==> src/radio_seq_map.vh <==
// register offsets, field positions, reset values and timing counts
`ifndef RADIO_SEQ_MAP_VH
`define RADIO_SEQ_MAP_VH

// register byte offsets
`define OFS_CTRL 8'h00
`define OFS_BIT_PERIOD 8'h04
`define OFS_RAMP 8'h08
`define OFS_RX_BW 8'h0c
`define OFS_LISTEN 8'h10
`define OFS_PREAMBLE 8'h14
`define OFS_STATUS 8'h18

// control register fields
`define CTRL_MODE_LO 0
`define CTRL_MODE_HI 2
`define CTRL_BYPASS 3
`define CTRL_LISTEN_EN 4
`define CTRL_LISTEN_CANCEL 5
`define CTRL_PACKET 6
`define CTRL_BITSYNC 7
`define CTRL_OOK 8
`define CTRL_AFC 9
`define CTRL_ACCEPT 10

// listen register fields
`define LST_IDLE_MULT_LO 0
`define LST_IDLE_MULT_HI 7
`define LST_IDLE_STEP_LO 8
`define LST_IDLE_STEP_HI 9
`define LST_RX_MULT_LO 16
`define LST_RX_MULT_HI 23
`define LST_RX_STEP_LO 24
`define LST_RX_STEP_HI 25

// reset values
`define RST_CTRL 32'h0000_0001
`define RST_BIT_PERIOD 16'h2710
`define RST_RAMP 16'h0fa0
`define RST_RX_BW 16'h000a
`define RST_LISTEN 32'h0101_0101
`define RST_PREAMBLE 16'h0003

// operating mode codes
`define MODE_SLEEP 3'h0
`define MODE_STBY 3'h1
`define MODE_FS 3'h2
`define MODE_TX 3'h3
`define MODE_RX 3'h4

// clock and timing figures
`define CLK_PERIOD_NS 10
`define CLK_KHZ 100000
`define PA_REG_NS 5000
`define PA_REG_CYC ((`PA_REG_NS + `CLK_PERIOD_NS - 1) / `CLK_PERIOD_NS)
`define ANA_DELAY_NS 20000
`define ANA_CYC ((`ANA_DELAY_NS + `CLK_PERIOD_NS - 1) / `CLK_PERIOD_NS)
`define PLL_BW_KHZ 300
`define PLL_RELOCK_NUM 5
`define PLLAFC_CYC ((`PLL_RELOCK_NUM * `CLK_KHZ + `PLL_BW_KHZ - 1) / `PLL_BW_KHZ)
`define CF_NUM_FSK 21
`define CF_NUM_OOK 34
`define BW_SCALE (`CLK_KHZ / 4)
`define RSSI_MULT 2
`define AFC_BITS 4
`define BITSYNC_BITS 12
`define OSC_WAKE_NS 250000
`define FS_WAKE_NS 60000
`define RC_TICK_NS 64000
`define RC_CAL_NS 100000

// listen step lengths in rc ticks
`define STEP_SHORT 13'h0001
`define STEP_MID 13'h0040
`define STEP_LONG 13'h1000

`endif

==> src/radio_mode_seq.v <==
// operating mode sequencer with listen mode and avalon register slave
//
// Decided for this implementation: register access over Avalon-MM and the address map.
`timescale 1ns/1ps
`include "radio_seq_map.vh"
// What this block does
// - sleep to transmit passes standby, synthesizer, then transmit after lock.
// - transmit entry wakes amplifier regulator, ramps amplifier, then bit clock.
// - synthesizer lock pin goes high once the synthesizer is locked.
// - fsk transmit startup is 5 us plus 1.25 ramp plus half bit.
// - mode settled and transmit ready flags rise when transmit is ready.
// - packet mode sends preamble at once, packet after launch condition.
// - receiver startup includes a 20 us front-end delay.
// - filter delay is 21 or 34 over four times bandwidth.
// - relock after afc takes 5 over a 300 kHz loop bandwidth.
// - afc samples four bits; rssi sampling follows the integer formula.
// - receive ready flag rises once the receiver is ready.
// - bit synchronizer needs 12 preamble bits before data is valid.
// - without bit synchronizer, data is valid right at receive ready.
// - listen enable set in standby starts rc-timed idle and receive cycles.
// - no wanted signal in the window turns receiver off until next period.
// - wanted signal in the window keeps receiver on and demodulating.
// - each listen phase lasts multiplier times step, wake-up included.
// - accept rule 0 needs level only; rule 1 also needs sync match.
// - the rc oscillator is calibrated at power-up.
// - sequencer bypass jumps straight to the selected mode, except between transmit and receive, which pass synthesizer.
module radio_mode_seq #(
  parameter OSC_WAKE_CYC = (`OSC_WAKE_NS + `CLK_PERIOD_NS - 1) / `CLK_PERIOD_NS,
  parameter FS_WAKE_CYC = (`FS_WAKE_NS + `CLK_PERIOD_NS - 1) / `CLK_PERIOD_NS,
  parameter RC_TICK_CYC = `RC_TICK_NS / `CLK_PERIOD_NS,
  parameter RC_CAL_CYC = (`RC_CAL_NS + `CLK_PERIOD_NS - 1) / `CLK_PERIOD_NS
) (
  input wire CLK,
  input wire SYS_RST,
  input wire [7:0] AVS_ADDRESS,
  input wire AVS_READ,
  input wire AVS_WRITE,
  input wire [31:0] AVS_WRITEDATA,
  input wire [3:0] AVS_BYTEENABLE,
  output reg [31:0] AVS_READDATA,
  output wire AVS_WAITREQUEST,
  input wire SIGNAL_ABOVE_LIMIT,
  input wire SYNC_MATCH_FLAG,
  input wire PACKET_LAUNCH_CONDITION,
  input wire PACKET_DATA_IN,
  input wire RX_DEMOD_DATA,
  input wire SERIAL_DATA_I,
  output reg SERIAL_DATA_O,
  output reg SERIAL_DATA_OE,
  output reg TX_MOD_DATA,
  output reg BIT_CLOCK_OUT,
  output reg PA_REG_EN,
  output reg PA_RAMP_EN,
  output reg SYNTH_LOCKED,
  output reg MODE_SETTLED_FLAG,
  output reg TRANSMIT_READY_FLAG,
  output reg RECEIVE_READY_FLAG,
  output reg PACKET_ACTIVE,
  output reg [15:0] PREAMBLE_LENGTH
);
  // sequencer states
  localparam ST_SLEEP = 4'h0, ST_XO_WAKE = 4'h1, ST_STBY = 4'h2;
  localparam ST_FS_WAKE = 4'h3, ST_FS = 4'h4, ST_TX_REG = 4'h5;
  localparam ST_TX_RAMP = 4'h6, ST_TX_HALF = 4'h7, ST_TX = 4'h8;
  localparam ST_RX_ANA = 4'h9, ST_RX_CF = 4'ha, ST_RX_RSSI = 4'hb;
  localparam ST_RX_AFC = 4'hc, ST_RX_PLL = 4'hd, ST_RX = 4'he;
  // listen states
  localparam LS_OFF = 2'h0, LS_IDLE = 2'h1, LS_RX = 2'h2, LS_HOLD = 2'h3;

  reg [31:0] ctrl_reg;
  reg [15:0] bit_period_reg;
  reg [15:0] ramp_reg;
  reg [15:0] rx_bw_reg;
  reg [31:0] listen_reg;
  reg ack_reg;
  reg [3:0] state_reg, state_next;
  reg [1:0] ls_reg, ls_next;
  reg [31:0] cnt_reg;
  reg [15:0] bclk_cnt_reg;
  reg [31:0] bs_cnt_reg;
  reg data_valid_reg;
  reg [2:0] tgt;
  reg [31:0] lim;
  reg [31:0] inc;
  wire [2:0] sw_mode = ctrl_reg[`CTRL_MODE_HI:`CTRL_MODE_LO];
  wire bypass = ctrl_reg[`CTRL_BYPASS];
  wire packet = ctrl_reg[`CTRL_PACKET];
  wire use_bitsync = packet | ctrl_reg[`CTRL_BITSYNC];
  wire [31:0] tb = {16'h0, (bit_period_reg == 16'h0) ? 16'h1 : bit_period_reg};
  wire [31:0] bw = {16'h0, (rx_bw_reg == 16'h0) ? 16'h1 : rx_bw_reg};
  wire [31:0] half_bit = (tb[16:1] == 16'h0) ? 32'h1 : {17'h0, tb[15:1]};
  wire [31:0] bw_tb = bw * tb;
  wire [31:0] rssi_units = bw_tb / `BW_SCALE;
  wire [31:0] rssi_goal = `RSSI_MULT * rssi_units * `BW_SCALE;
  wire rc_tick;
  wire rc_cal_done;
  wire ls_done;
  wire ls_start = (ls_next != ls_reg) &&
                  (ls_next == LS_IDLE || ls_next == LS_RX);
  wire accept = SIGNAL_ABOVE_LIMIT &&
                (!ctrl_reg[`CTRL_ACCEPT] || SYNC_MATCH_FLAG);
  wire [31:0] wmask = be_mask(AVS_BYTEENABLE);
  wire [31:0] cnt_sum = cnt_reg + inc;
  wire delay_done = cnt_sum >= lim;

  // byte lane mask from avalon byteenable
  function [31:0] be_mask;
    input [3:0] be;
    begin
      be_mask = {{8{be[3]}}, {8{be[2]}}, {8{be[1]}}, {8{be[0]}}};
    end
  endfunction

  // settled state of a mode, used for bypass jumps and settled flag
  function [3:0] settled_state;
    input [2:0] m;
    begin
      case (m)
        `MODE_STBY: settled_state = ST_STBY;
        `MODE_FS: settled_state = ST_FS;
        `MODE_TX: settled_state = ST_TX;
        `MODE_RX: settled_state = ST_RX;
        default: settled_state = ST_SLEEP;
      endcase
    end
  endfunction

  rc_timebase #(
    .TICK_CYC(RC_TICK_CYC),
    .CAL_CYC(RC_CAL_CYC)
  ) u_rc (
    .clk(CLK),
    .rst(SYS_RST),
    .tick(rc_tick),
    .cal_done(rc_cal_done)
  );

  listen_timer u_lt (
    .clk(CLK),
    .rst(SYS_RST),
    .tick(rc_tick),
    .start(ls_start),
    .step((ls_next == LS_RX) ?
          listen_reg[`LST_RX_STEP_HI:`LST_RX_STEP_LO] :
          listen_reg[`LST_IDLE_STEP_HI:`LST_IDLE_STEP_LO]),
    .mult((ls_next == LS_RX) ?
          listen_reg[`LST_RX_MULT_HI:`LST_RX_MULT_LO] :
          listen_reg[`LST_IDLE_MULT_HI:`LST_IDLE_MULT_LO]),
    .done(ls_done)
  );

  // one wait cycle per access, answer on the second edge
  assign AVS_WAITREQUEST = (AVS_READ | AVS_WRITE) & ~ack_reg;

  // register writes and read data capture
  always @(posedge CLK) begin
    if (SYS_RST) begin
      ctrl_reg <= `RST_CTRL;
      bit_period_reg <= `RST_BIT_PERIOD;
      ramp_reg <= `RST_RAMP;
      rx_bw_reg <= `RST_RX_BW;
      listen_reg <= `RST_LISTEN;
      PREAMBLE_LENGTH <= `RST_PREAMBLE;
      ack_reg <= 1'b0;
      AVS_READDATA <= 32'h0;
    end else begin
      ack_reg <= AVS_WAITREQUEST;
      if (AVS_WRITE && ack_reg) begin
        case (AVS_ADDRESS)
          `OFS_CTRL: ctrl_reg <= (ctrl_reg & ~wmask) |
                                 (AVS_WRITEDATA & wmask);
          `OFS_BIT_PERIOD: bit_period_reg <=
            (bit_period_reg & ~wmask[15:0]) |
            (AVS_WRITEDATA[15:0] & wmask[15:0]);
          `OFS_RAMP: ramp_reg <= (ramp_reg & ~wmask[15:0]) |
            (AVS_WRITEDATA[15:0] & wmask[15:0]);
          `OFS_RX_BW: rx_bw_reg <= (rx_bw_reg & ~wmask[15:0]) |
            (AVS_WRITEDATA[15:0] & wmask[15:0]);
          `OFS_LISTEN: listen_reg <=
            (listen_reg & ~wmask) |
            (AVS_WRITEDATA & wmask);
          `OFS_PREAMBLE: PREAMBLE_LENGTH <=
            (PREAMBLE_LENGTH & ~wmask[15:0]) |
            (AVS_WRITEDATA[15:0] & wmask[15:0]);
          default: ;
        endcase
      end
      if (AVS_READ && !ack_reg) begin
        case (AVS_ADDRESS)
          `OFS_CTRL: AVS_READDATA <= {21'h0, ctrl_reg[10:0]};
          `OFS_BIT_PERIOD: AVS_READDATA <= {16'h0, bit_period_reg};
          `OFS_RAMP: AVS_READDATA <= {16'h0, ramp_reg};
          `OFS_RX_BW: AVS_READDATA <= {16'h0, rx_bw_reg};
          `OFS_LISTEN: AVS_READDATA <= {6'h0, listen_reg[25:24],
            listen_reg[23:16], 6'h0, listen_reg[9:8], listen_reg[7:0]};
          `OFS_PREAMBLE: AVS_READDATA <= {16'h0, PREAMBLE_LENGTH};
          `OFS_STATUS: AVS_READDATA <= {20'h0, ls_reg, data_valid_reg,
            rc_cal_done, SYNTH_LOCKED, RECEIVE_READY_FLAG,
            TRANSMIT_READY_FLAG, MODE_SETTLED_FLAG, state_reg};
          default: AVS_READDATA <= 32'h0;
        endcase
      end
    end
  end

  // listen mode cycle: idle, receive window, hold on a wanted signal
  always @* begin
    ls_next = ls_reg;
    case (ls_reg)
      LS_OFF:
        if (ctrl_reg[`CTRL_LISTEN_EN] && !ctrl_reg[`CTRL_LISTEN_CANCEL] &&
            state_reg == ST_STBY && rc_cal_done)
          ls_next = LS_IDLE;
      LS_IDLE:
        if (ls_done)
          ls_next = LS_RX;
      LS_RX:
        if (accept)
          ls_next = LS_HOLD;
        else if (ls_done)
          ls_next = LS_IDLE;
      LS_HOLD: ls_next = LS_HOLD;
      default: ls_next = LS_OFF;
    endcase
    if (ctrl_reg[`CTRL_LISTEN_CANCEL])
      ls_next = LS_OFF;
  end

  // target mode: listen overrides software mode, idle keeps only rc alive
  always @* begin
    if (ls_reg == LS_RX || ls_reg == LS_HOLD)
      tgt = `MODE_RX;
    else if (ls_reg == LS_IDLE)
      tgt = `MODE_SLEEP;
    else
      tgt = sw_mode;
  end

  // delay length and increment per waiting state
  always @* begin
    inc = 32'h1;
    case (state_reg)
      ST_XO_WAKE: lim = OSC_WAKE_CYC;
      ST_FS_WAKE: lim = FS_WAKE_CYC;
      ST_TX_REG: lim = `PA_REG_CYC;
      ST_TX_RAMP: lim = {16'h0, ramp_reg} + {18'h0, ramp_reg[15:2]};
      ST_TX_HALF: lim = half_bit;
      ST_RX_ANA: lim = `ANA_CYC;
      ST_RX_CF: begin
        inc = bw; // accumulate bandwidth to divide by it
        lim = ctrl_reg[`CTRL_OOK] ? `CF_NUM_OOK * `BW_SCALE :
                                    `CF_NUM_FSK * `BW_SCALE;
      end
      ST_RX_RSSI: begin
        inc = bw;
        lim = rssi_goal;
      end
      ST_RX_AFC: lim = `AFC_BITS * tb;
      ST_RX_PLL: lim = `PLLAFC_CYC;
      default: lim = 32'h0;
    endcase
  end

  // mode sequencer
  always @* begin
    state_next = state_reg;
    case (state_reg)
      ST_SLEEP:
        if (tgt != `MODE_SLEEP)
          state_next = bypass ? settled_state(tgt) : ST_XO_WAKE;
      ST_XO_WAKE:
        if (tgt == `MODE_SLEEP)
          state_next = ST_SLEEP;
        else if (delay_done)
          state_next = ST_STBY;
      ST_STBY:
        if (tgt == `MODE_SLEEP)
          state_next = ST_SLEEP;
        else if (tgt != `MODE_STBY)
          state_next = bypass ? settled_state(tgt) : ST_FS_WAKE;
      ST_FS_WAKE:
        if (tgt == `MODE_SLEEP || tgt == `MODE_STBY)
          state_next = settled_state(tgt);
        else if (delay_done)
          state_next = ST_FS;
      ST_FS:
        if (tgt == `MODE_TX)
          state_next = bypass ? ST_TX : ST_TX_REG;
        else if (tgt == `MODE_RX)
          state_next = bypass ? ST_RX : ST_RX_ANA;
        else if (tgt != `MODE_FS)
          state_next = settled_state(tgt);
      ST_TX_REG, ST_TX_RAMP, ST_TX_HALF:
        if (tgt != `MODE_TX)
          state_next = ST_FS;
        else if (delay_done)
          state_next = state_reg + 4'h1; // regulator, ramp, half bit
      ST_RX_ANA, ST_RX_CF:
        if (tgt != `MODE_RX)
          state_next = ST_FS;
        else if (delay_done)
          state_next = state_reg + 4'h1;
      ST_RX_RSSI:
        if (tgt != `MODE_RX)
          state_next = ST_FS;
        else if (delay_done)
          state_next = ctrl_reg[`CTRL_AFC] ? ST_RX_AFC : ST_RX;
      ST_RX_AFC, ST_RX_PLL:
        if (tgt != `MODE_RX)
          state_next = ST_FS;
        else if (delay_done)
          state_next = (state_reg == ST_RX_AFC) ? ST_RX_PLL : ST_RX;
      ST_TX:
        if (tgt != `MODE_TX)
          state_next = (tgt == `MODE_RX) ? ST_FS : settled_state(tgt);
      ST_RX:
        if (tgt != `MODE_RX)
          state_next = (tgt == `MODE_TX) ? ST_FS : settled_state(tgt);
      default: state_next = ST_SLEEP;
    endcase
  end

  // state, delay counter and listen state registers
  always @(posedge CLK) begin
    if (SYS_RST) begin
      state_reg <= ST_SLEEP;
      ls_reg <= LS_OFF;
      cnt_reg <= 32'h0;
    end else begin
      state_reg <= state_next;
      ls_reg <= ls_next;
      cnt_reg <= (state_next != state_reg) ? 32'h0 : cnt_sum;
    end
  end

  // bit clock and bit synchronizer counters
  always @(posedge CLK) begin
    if (SYS_RST) begin
      bclk_cnt_reg <= 16'h0;
      BIT_CLOCK_OUT <= 1'b0;
      bs_cnt_reg <= 32'h0;
      data_valid_reg <= 1'b0;
    end else begin
      if (state_reg != ST_TX) begin
        bclk_cnt_reg <= 16'h0;
        BIT_CLOCK_OUT <= 1'b0; // no bit clock before ramp-up ends
      end else if ({16'h0, bclk_cnt_reg} == half_bit - 32'h1) begin
        bclk_cnt_reg <= 16'h0;
        BIT_CLOCK_OUT <= ~BIT_CLOCK_OUT;
      end else begin
        bclk_cnt_reg <= bclk_cnt_reg + 16'h1;
      end
      if (state_reg != ST_RX) begin
        bs_cnt_reg <= 32'h0;
        data_valid_reg <= 1'b0;
      end else if (!use_bitsync) begin
        data_valid_reg <= 1'b1;
      end else if (bs_cnt_reg == `BITSYNC_BITS * tb - 32'h1) begin
        data_valid_reg <= 1'b1;
      end else begin
        bs_cnt_reg <= bs_cnt_reg + 32'h1;
      end
    end
  end

  // status flags, amplifier controls and data paths
  always @(posedge CLK) begin
    if (SYS_RST) begin
      PA_REG_EN <= 1'b0;
      PA_RAMP_EN <= 1'b0;
      SYNTH_LOCKED <= 1'b0;
      MODE_SETTLED_FLAG <= 1'b0;
      TRANSMIT_READY_FLAG <= 1'b0;
      RECEIVE_READY_FLAG <= 1'b0;
      PACKET_ACTIVE <= 1'b0;
      TX_MOD_DATA <= 1'b0;
      SERIAL_DATA_O <= 1'b0;
      SERIAL_DATA_OE <= 1'b0;
    end else begin
      PA_REG_EN <= state_next >= ST_TX_REG && state_next <= ST_TX;
      PA_RAMP_EN <= state_next >= ST_TX_RAMP && state_next <= ST_TX;
      SYNTH_LOCKED <= state_next >= ST_FS;
      MODE_SETTLED_FLAG <= state_next == settled_state(tgt) &&
                           ls_next == ls_reg;
      TRANSMIT_READY_FLAG <= state_next == ST_TX;
      RECEIVE_READY_FLAG <= state_next == ST_RX;
      if (state_reg != ST_TX)
        PACKET_ACTIVE <= 1'b0;
      else if (packet && PACKET_LAUNCH_CONDITION)
        PACKET_ACTIVE <= 1'b1;
      // preamble toggles with the bit clock until the packet launches
      if (state_reg != ST_TX)
        TX_MOD_DATA <= 1'b0;
      else if (!packet)
        TX_MOD_DATA <= SERIAL_DATA_I;
      else
        TX_MOD_DATA <= PACKET_ACTIVE ? PACKET_DATA_IN : BIT_CLOCK_OUT;
      SERIAL_DATA_OE <= state_reg == ST_RX && !packet;
      SERIAL_DATA_O <= data_valid_reg & RX_DEMOD_DATA;
    end
  end
endmodule // radio_mode_seq

==> src/rc_timebase.v <==
// rc oscillator stand-in: power-up calibration then periodic tick enable
`timescale 1ns/1ps
module rc_timebase #(
  parameter TICK_CYC = 6400,
  parameter CAL_CYC = 10000
) (
  input wire clk,
  input wire rst,
  output reg tick,
  output reg cal_done
);
  reg [31:0] cnt_reg;

  // calibrate once after reset, then divide down to the rc tick
  always @(posedge clk) begin
    if (rst) begin
      cnt_reg <= 32'h0;
      cal_done <= 1'b0;
      tick <= 1'b0;
    end else if (!cal_done) begin
      tick <= 1'b0;
      if (cnt_reg == CAL_CYC - 1) begin
        cnt_reg <= 32'h0;
        cal_done <= 1'b1;
      end else begin
        cnt_reg <= cnt_reg + 32'h1;
      end
    end else if (cnt_reg == TICK_CYC - 1) begin
      cnt_reg <= 32'h0;
      tick <= 1'b1;
    end else begin
      cnt_reg <= cnt_reg + 32'h1;
      tick <= 1'b0;
    end
  end
endmodule // rc_timebase

==> src/listen_timer.v <==
// listen phase timer: multiplier times step, counted in rc ticks only
`timescale 1ns/1ps
`include "radio_seq_map.vh"
module listen_timer (
  input wire clk,
  input wire rst,
  input wire tick,
  input wire start,
  input wire [1:0] step,
  input wire [7:0] mult,
  output reg done
);
  reg [12:0] step_cnt;
  reg [7:0] mult_cnt;
  reg run;
  reg [12:0] step_len;

  // step code to tick count; code 0 behaves as the shortest step
  always @* begin
    case (step)
      2'h2: step_len = `STEP_MID;
      2'h3: step_len = `STEP_LONG;
      default: step_len = `STEP_SHORT;
    endcase
  end

  // count steps on rc ticks, pulse done after the last multiple
  always @(posedge clk) begin
    if (rst) begin
      step_cnt <= 13'h0;
      mult_cnt <= 8'h0;
      run <= 1'b0;
      done <= 1'b0;
    end else if (start) begin
      step_cnt <= 13'h0;
      mult_cnt <= (mult == 8'h0) ? 8'h1 : mult;
      run <= 1'b1;
      done <= 1'b0;
    end else if (run && tick) begin
      if (step_cnt == step_len - 13'h1) begin
        step_cnt <= 13'h0;
        mult_cnt <= mult_cnt - 8'h1;
        if (mult_cnt == 8'h1) begin
          run <= 1'b0;
          done <= 1'b1;
        end
      end else begin
        step_cnt <= step_cnt + 13'h1;
      end
    end else begin
      done <= 1'b0;
    end
  end
endmodule // listen_timer

==> config.mk <==
export PLATFORM = sky130hd
export DESIGN_NAME = radio_mode_seq
export DESIGN_NICKNAME = d
export VERILOG_FILES = /design/src/radio_mode_seq.v /design/src/rc_timebase.v /design/src/listen_timer.v
export VERILOG_INCLUDE_DIRS = /design/src /design/src/src
export SDC_FILE = /design/constraint.sdc
export NUM_CORES = 2
export LEC_CHECK = 0
export ABC_AREA = 1
export BUFFER_PORTS_ARGS = -buffer_cell sky130_fd_sc_hd__buf_2
export CAP_MARGIN = 30
export CORE_AREA = 2 2 425 258
export CTS_BUF_LIST = sky130_fd_sc_hd__clkbuf_8
export DETAILED_ROUTE_END_ITERATION = 6
export DIE_AREA = 0 0 427 260
export GPL_TIMING_DRIVEN = 0
export PLACE_DENSITY = 0.47
export SLEW_MARGIN = 20
export SYNTH_ARGS = -nofsm -noshare
export SYNTH_HDL_FRONTEND = slang
export SYNTH_SLANG_ARGS = --single-unit
==> constraint.sdc <==
create_clock -name CLK -period 33.2 [get_ports CLK]
set_clock_uncertainty 0.15 [all_clocks]
set_input_delay 3.32 -clock CLK [delete_from_list [all_inputs] [get_ports CLK]]
set_output_delay 3.32 -clock CLK [all_outputs]
set_load 0.1 [all_outputs]
# Word-level counts from Yosys, hierarchy flattened
# Cells that the tools add are included.
dict set report classes {
  multipliers 3
  muxes 70
  eq_ne 50
  n_div 1
  reduce_logical 54
  addsub 11
  n_lt_le_gt_ge 5
  n_bitwise 25
}
# op count
set op_table {}
lappend op_table {{$pmux W32 S10} 1}
lappend op_table {{$pmux W26 S7} 1}
lappend op_table {{$mux W4} 25}
lappend op_table {{$and A32 B32 Y32} 3}
lappend op_table {{$mux W32} 3}
lappend op_table {{$and A16 B16 Y16} 5}
lappend op_table {{$add A32 B1 Y32 const B} 2}
lappend op_table {{$or A16 B16 Y16} 4}
lappend op_table {{$or A32 B32 Y32} 2}
lappend op_table {{$logic_not A16 Y1} 3}
lappend op_table {{$mux W16} 3}
lappend op_table {{$pmux W4 S11} 1}
lappend op_table {{$mux W8} 5}
lappend op_table {{$eq A4 B4 Y1 const B} 9}
lappend op_table {{$add A32 B32 Y32} 1}
lappend op_table {{$div A32 B15 Y32 const B} 1}
lappend op_table {{$eq A16 B32 Y1} 1}
lappend op_table {{$eq A32 B13 Y1 const B} 1}
lappend op_table {{$eq A32 B14 Y1 const B} 1}
lappend op_table {{$eq A32 B32 Y1} 1}
lappend op_table {{$ge A32 B32 Y1} 1}
lappend op_table {{$mul A16 B16 Y32} 1}
lappend op_table {{$not A32 Y32} 1}
lappend op_table {{$mul A31 B12 Y28 const B} 1}
lappend op_table {{61 further kinds} 142}
dict set report totals {
  ff_bits 316
  in_bits 54
}

# Longest topological paths before layout
dict set report logic_depth {
  depth_word 16
  ltp_mapped 238
  ltp_nobuf 232
}

# Cells and area by module
# From an unflattened synthesis, not the netlist that was laid out.
dict set report unflattened {
  hier_cells 5716
  area_unflattened_um2 38195.4
}
# mod seq_area_each_um2 cells_per_inst area_each_um2 n_inst
set by_module_without_submodules {}
lappend by_module_without_submodules {radio_mode_seq 4404.2 5195 34888.5 1}
lappend by_module_without_submodules {rc_timebase 680.7 302 1901.8 1}
lappend by_module_without_submodules {listen_timer 460.4 219 1405.1 1}

# Least setup slack after synthesis
# OpenSTA, ideal clock, no wires.
dict set report synth_path {
  path_type {reg2reg}
  startpoint {register (tool-made name)}
  endpoint {register cnt_reg[0]}
  path_stages_with_launch 210
  setup_time_ps 126
  arrival_time_ps 25779
  setup_slack_ps 7144
  path_cell_list {dfxtp_1 -> inv_1 -> ha_1 -> nand2_1 -> nor4_1 -> nand4_1 -> clkbuf_1 -> nand2_1 -> clkbuf_1 -> clkinv_1 -> nand2_1 -> fa_1 -> fa_1 -> inv_1 -> fa_1 -> fa_1 -> fa_1 -> inv_1 -> [... 174 more ...] -> o21ai_0 -> ha_1 -> nand2_1 -> inv_1 -> nand3_1 -> a2111oi_0 -> nor2_1 -> ha_1 -> o21ai_0 -> a2111oi_0 -> nand2_1 -> o21ai_0 -> a21oi_1 -> o221ai_1 -> a21oi_1 -> o21ai_1 -> clkbuf_1 -> nor2_1}
}
# element line
set synth_rtl {}
lappend synth_rtl {{end signal, assigned} radio_mode_seq.v:332} ;# cnt_reg <= (state_next != state_reg) ? 32'h0 : cnt_sum;
lappend synth_rtl {{end, declared} radio_mode_seq.v:78} ;# reg [31:0] cnt_reg;

==> impl_metrics.json <==
{
  "outcome": "finished, final reports clean",
  "synth_cells": 5534,
  "hp-class": "reg -> reg",
  "initial_core_util_pct": 35.9,
  "drt_wl_total_mm": 127,
  "arrival_ns": 31.13,
  "postLayoutCoreUtil_pct": 39.2,
  "hold_buffers": 0,
  "viasPerCell": 4.99,
  "syn2layout_area_growth_pct": 9.42,
  "slew_viol_final": 0,
  "max_freq_ghz": 0.0326,
  "post-route-period-util_pct": 92.5,
  "power_leakage_uw": 0.0209,
  "ioPinCount": 114,
  "setup_viol": 0,
  "path_max_fanout": 13,
  "antenna_found_initial": 6,
  "critPathSlowestCell": "a2111oi_1",
  "numClockSinks": 277,
  "grt_overflow": 0,
  "final_hold_viol_count": 0,
  "yosys_warnings": 0,
  "synthFlopType": "dfxtp_1",
  "ys_ff_latch": 277,
  "dr.pass1.iters": 5,
  "grt_pass1_wl_mm": 198,
  "synth_area_mm2": 0.0383,
  "drc": 0,
  "clk_pin_slew_ns": 0.07,
  "clk_path_buf_depth": 3,
  "startpoint_type": "flop",
  "vias": 35700,
  "seq_area_frac_synth_pct": 14.5,
  "numCtsBuffers": 42,
  "drtIter0Drc": 3029,
  "root_buffer": "clkbuf_8",
  "ir_worst_vdd_mv": 0.0190,
  "wl_per_cell_um": 17.8,
  "final_common_cell": "nand2_1",
  "drv_cap": 0,
  "max-slew-margin-rel_pct": 32.2,
  "worst_pin_slew_ns": 1.02,
  "track_usage_pct": 22.9,
  "rows": 93,
  "cts_tree": "built",
  "fin_crit_ns": 30.72,
  "die_h_um": 260,
  "die_w_um": 427,
  "drt.antenna.violating_nets": 0,
  "crit_family": "simple AND/OR/NAND/NOR gates",
  "cp.required_ns": 33.60,
  "grt_max_degree": 14,
  "path_class": "reg -> reg",
  "synth-edff-count": 0,
  "drive_gt1_share_pct": 14.9,
  "nets": 6326,
  "clkLatencyLatePin_ns": 0.67,
  "dp_hpwl_mm": 108,
  "max_stage_delay_ns": 0.66,
  "final_cells": 7163,
  "core_area_mm2": 0.107,
  "h-tree-depth": 2,
  "layout_common_cells": "nand2_1 (1058), inv_1 (956), nor2_1 (560), ha_1 (318), nand3_1 (300)",
  "finalSetupTns_ns": 0,
  "die_area_mm2": 0.111,
  "avgSynthCellArea_um2": 6.92,
  "worst-path-buf-inv": 35,
  "grt_pass1_vias": 32700,
  "end_kind": "flop",
  "io_buffer_count": 101,
  "dpl.cell_count": 7069,
  "async_flop_share_pct": 0,
  "total_power_uw": 894,
  "synth_cell_types": 75,
  "p_per_area_mw_per_mm2": 21.3,
  "gp_congestion": 0.955
}
[layer usage]
layer / track usage (%) / wire (um) / part of all wire (%)
met5: 0 / 0 / 0
met4: 1.60 / 848 / 0.67
met3: 5.36 / 12100 / 9.5
met2: 28.0 / 43500 / 34
met1: 39.5 / 71000 / 56
[final timing paths]
path | start | end | slack [ns] | depth (start not counted)
max | flop | cnt_reg[10] | 2.48 | 202
min | flop | AVS_READDATA[24] | 0.31 | 2
max reg2reg | flop | cnt_reg[10] | 2.48 | 202
min reg2reg | flop | AVS_READDATA[24] | 0.31 | 2
[kinds of logic (layout without fill, tap and decap cells)]
family          Yosys count  count (layout)  share of synthesized area, %
simple gates           2651            2651                          34.9
fa+ha+maj               565             565                          23.3
flops                   277             277                          14.5
xor+xnor                194             194                          4.55
buf+inv                1137            1334                          11.9
compound gates          709             709                          10.9
other cells               1               8                       0.00979
[worst reg2reg max path: cells and delay by family, from the launching register on]
| family | cells | cell delay (ns) |
|---|---|---|
| AO/OA/AOI/OAI | 25 | 5.14 |
| XOR/XNOR | 1 | 0.17 |
| adder cells (fa/ha/maj) | 16 | 6.18 |
| buffers and inverters | 35 | 4.90 |
| flip-flops | 1 | 0.36 |
| AND/OR/NAND/NOR | 125 | 13.72 |
[power breakdown]
group / total (uW) / internal [uW] / switching [uW]
logic: 250 / 84.7 / 166
registers: 336 / 334 / 1.76
clock network: 308 / 150 / 158
[synthesized netlist by cell type, types with 45 or more instances]
library cell | count | area share [%]
nor2_1 | 562 | 5.5
dfxtp_1 | 277 | 14
fa_1 | 247 | 13
ha_1 | 318 | 10
nand2_4 | 109 | 3.2
a21oi_1 | 281 | 3.7
o21ai_0 | 214 | 2.8
clkbuf_1 | 91 | 0.89
inv_1 | 946 | 9.3
nand2_2 | 221 | 3.6
nand3_2 | 45 | 1.2
nor2_2 | 51 | 0.83
xor2_1 | 148 | 3.4
nand3_1 | 300 | 3.9
nor3_1 | 79 | 1.0
nand2_1 | 1068 | 10
nand4_1 | 76 | 1.2
inv_2 | 45 | 0.44
[metrics by stage]
step | hold WS (ns) | area [um2] | setup WS (ns)
6_report | 0.309 | 41900 | 2.48
3_5_place_dp | 0.303 | 40600 | -0.292
2_1_floorplan | 0.270 | 38300 | 7.14
5_1_grt | 0.327 | 41900 | -0.0902
3_3_place_gp | 0.299 | 40600 | -0.366
4_1_cts | 0.312 | 41500 | 0.0273
[what timing repair did]
action	CTS	global route
buffers inserted	0	15
endpoints found under the setup margin	30	42
resized for setup	4	116
gates cloned	0	0
pin swaps	0	6
[area by class of cell]
cell class	instances	area (um2)
Tap cell	1425	1780
Antenna cell	2	5.00
Clock buffer	48	661
Buffer	117	746
Sequential cell	277	5550
Fill cell	11500	64900
Timing Repair Buffer	124	688
Multi-Input combinational cell	4125	28400
Clock inverter	25	191
Inverter	1020	3900
(Power assumes the default switching activity.)
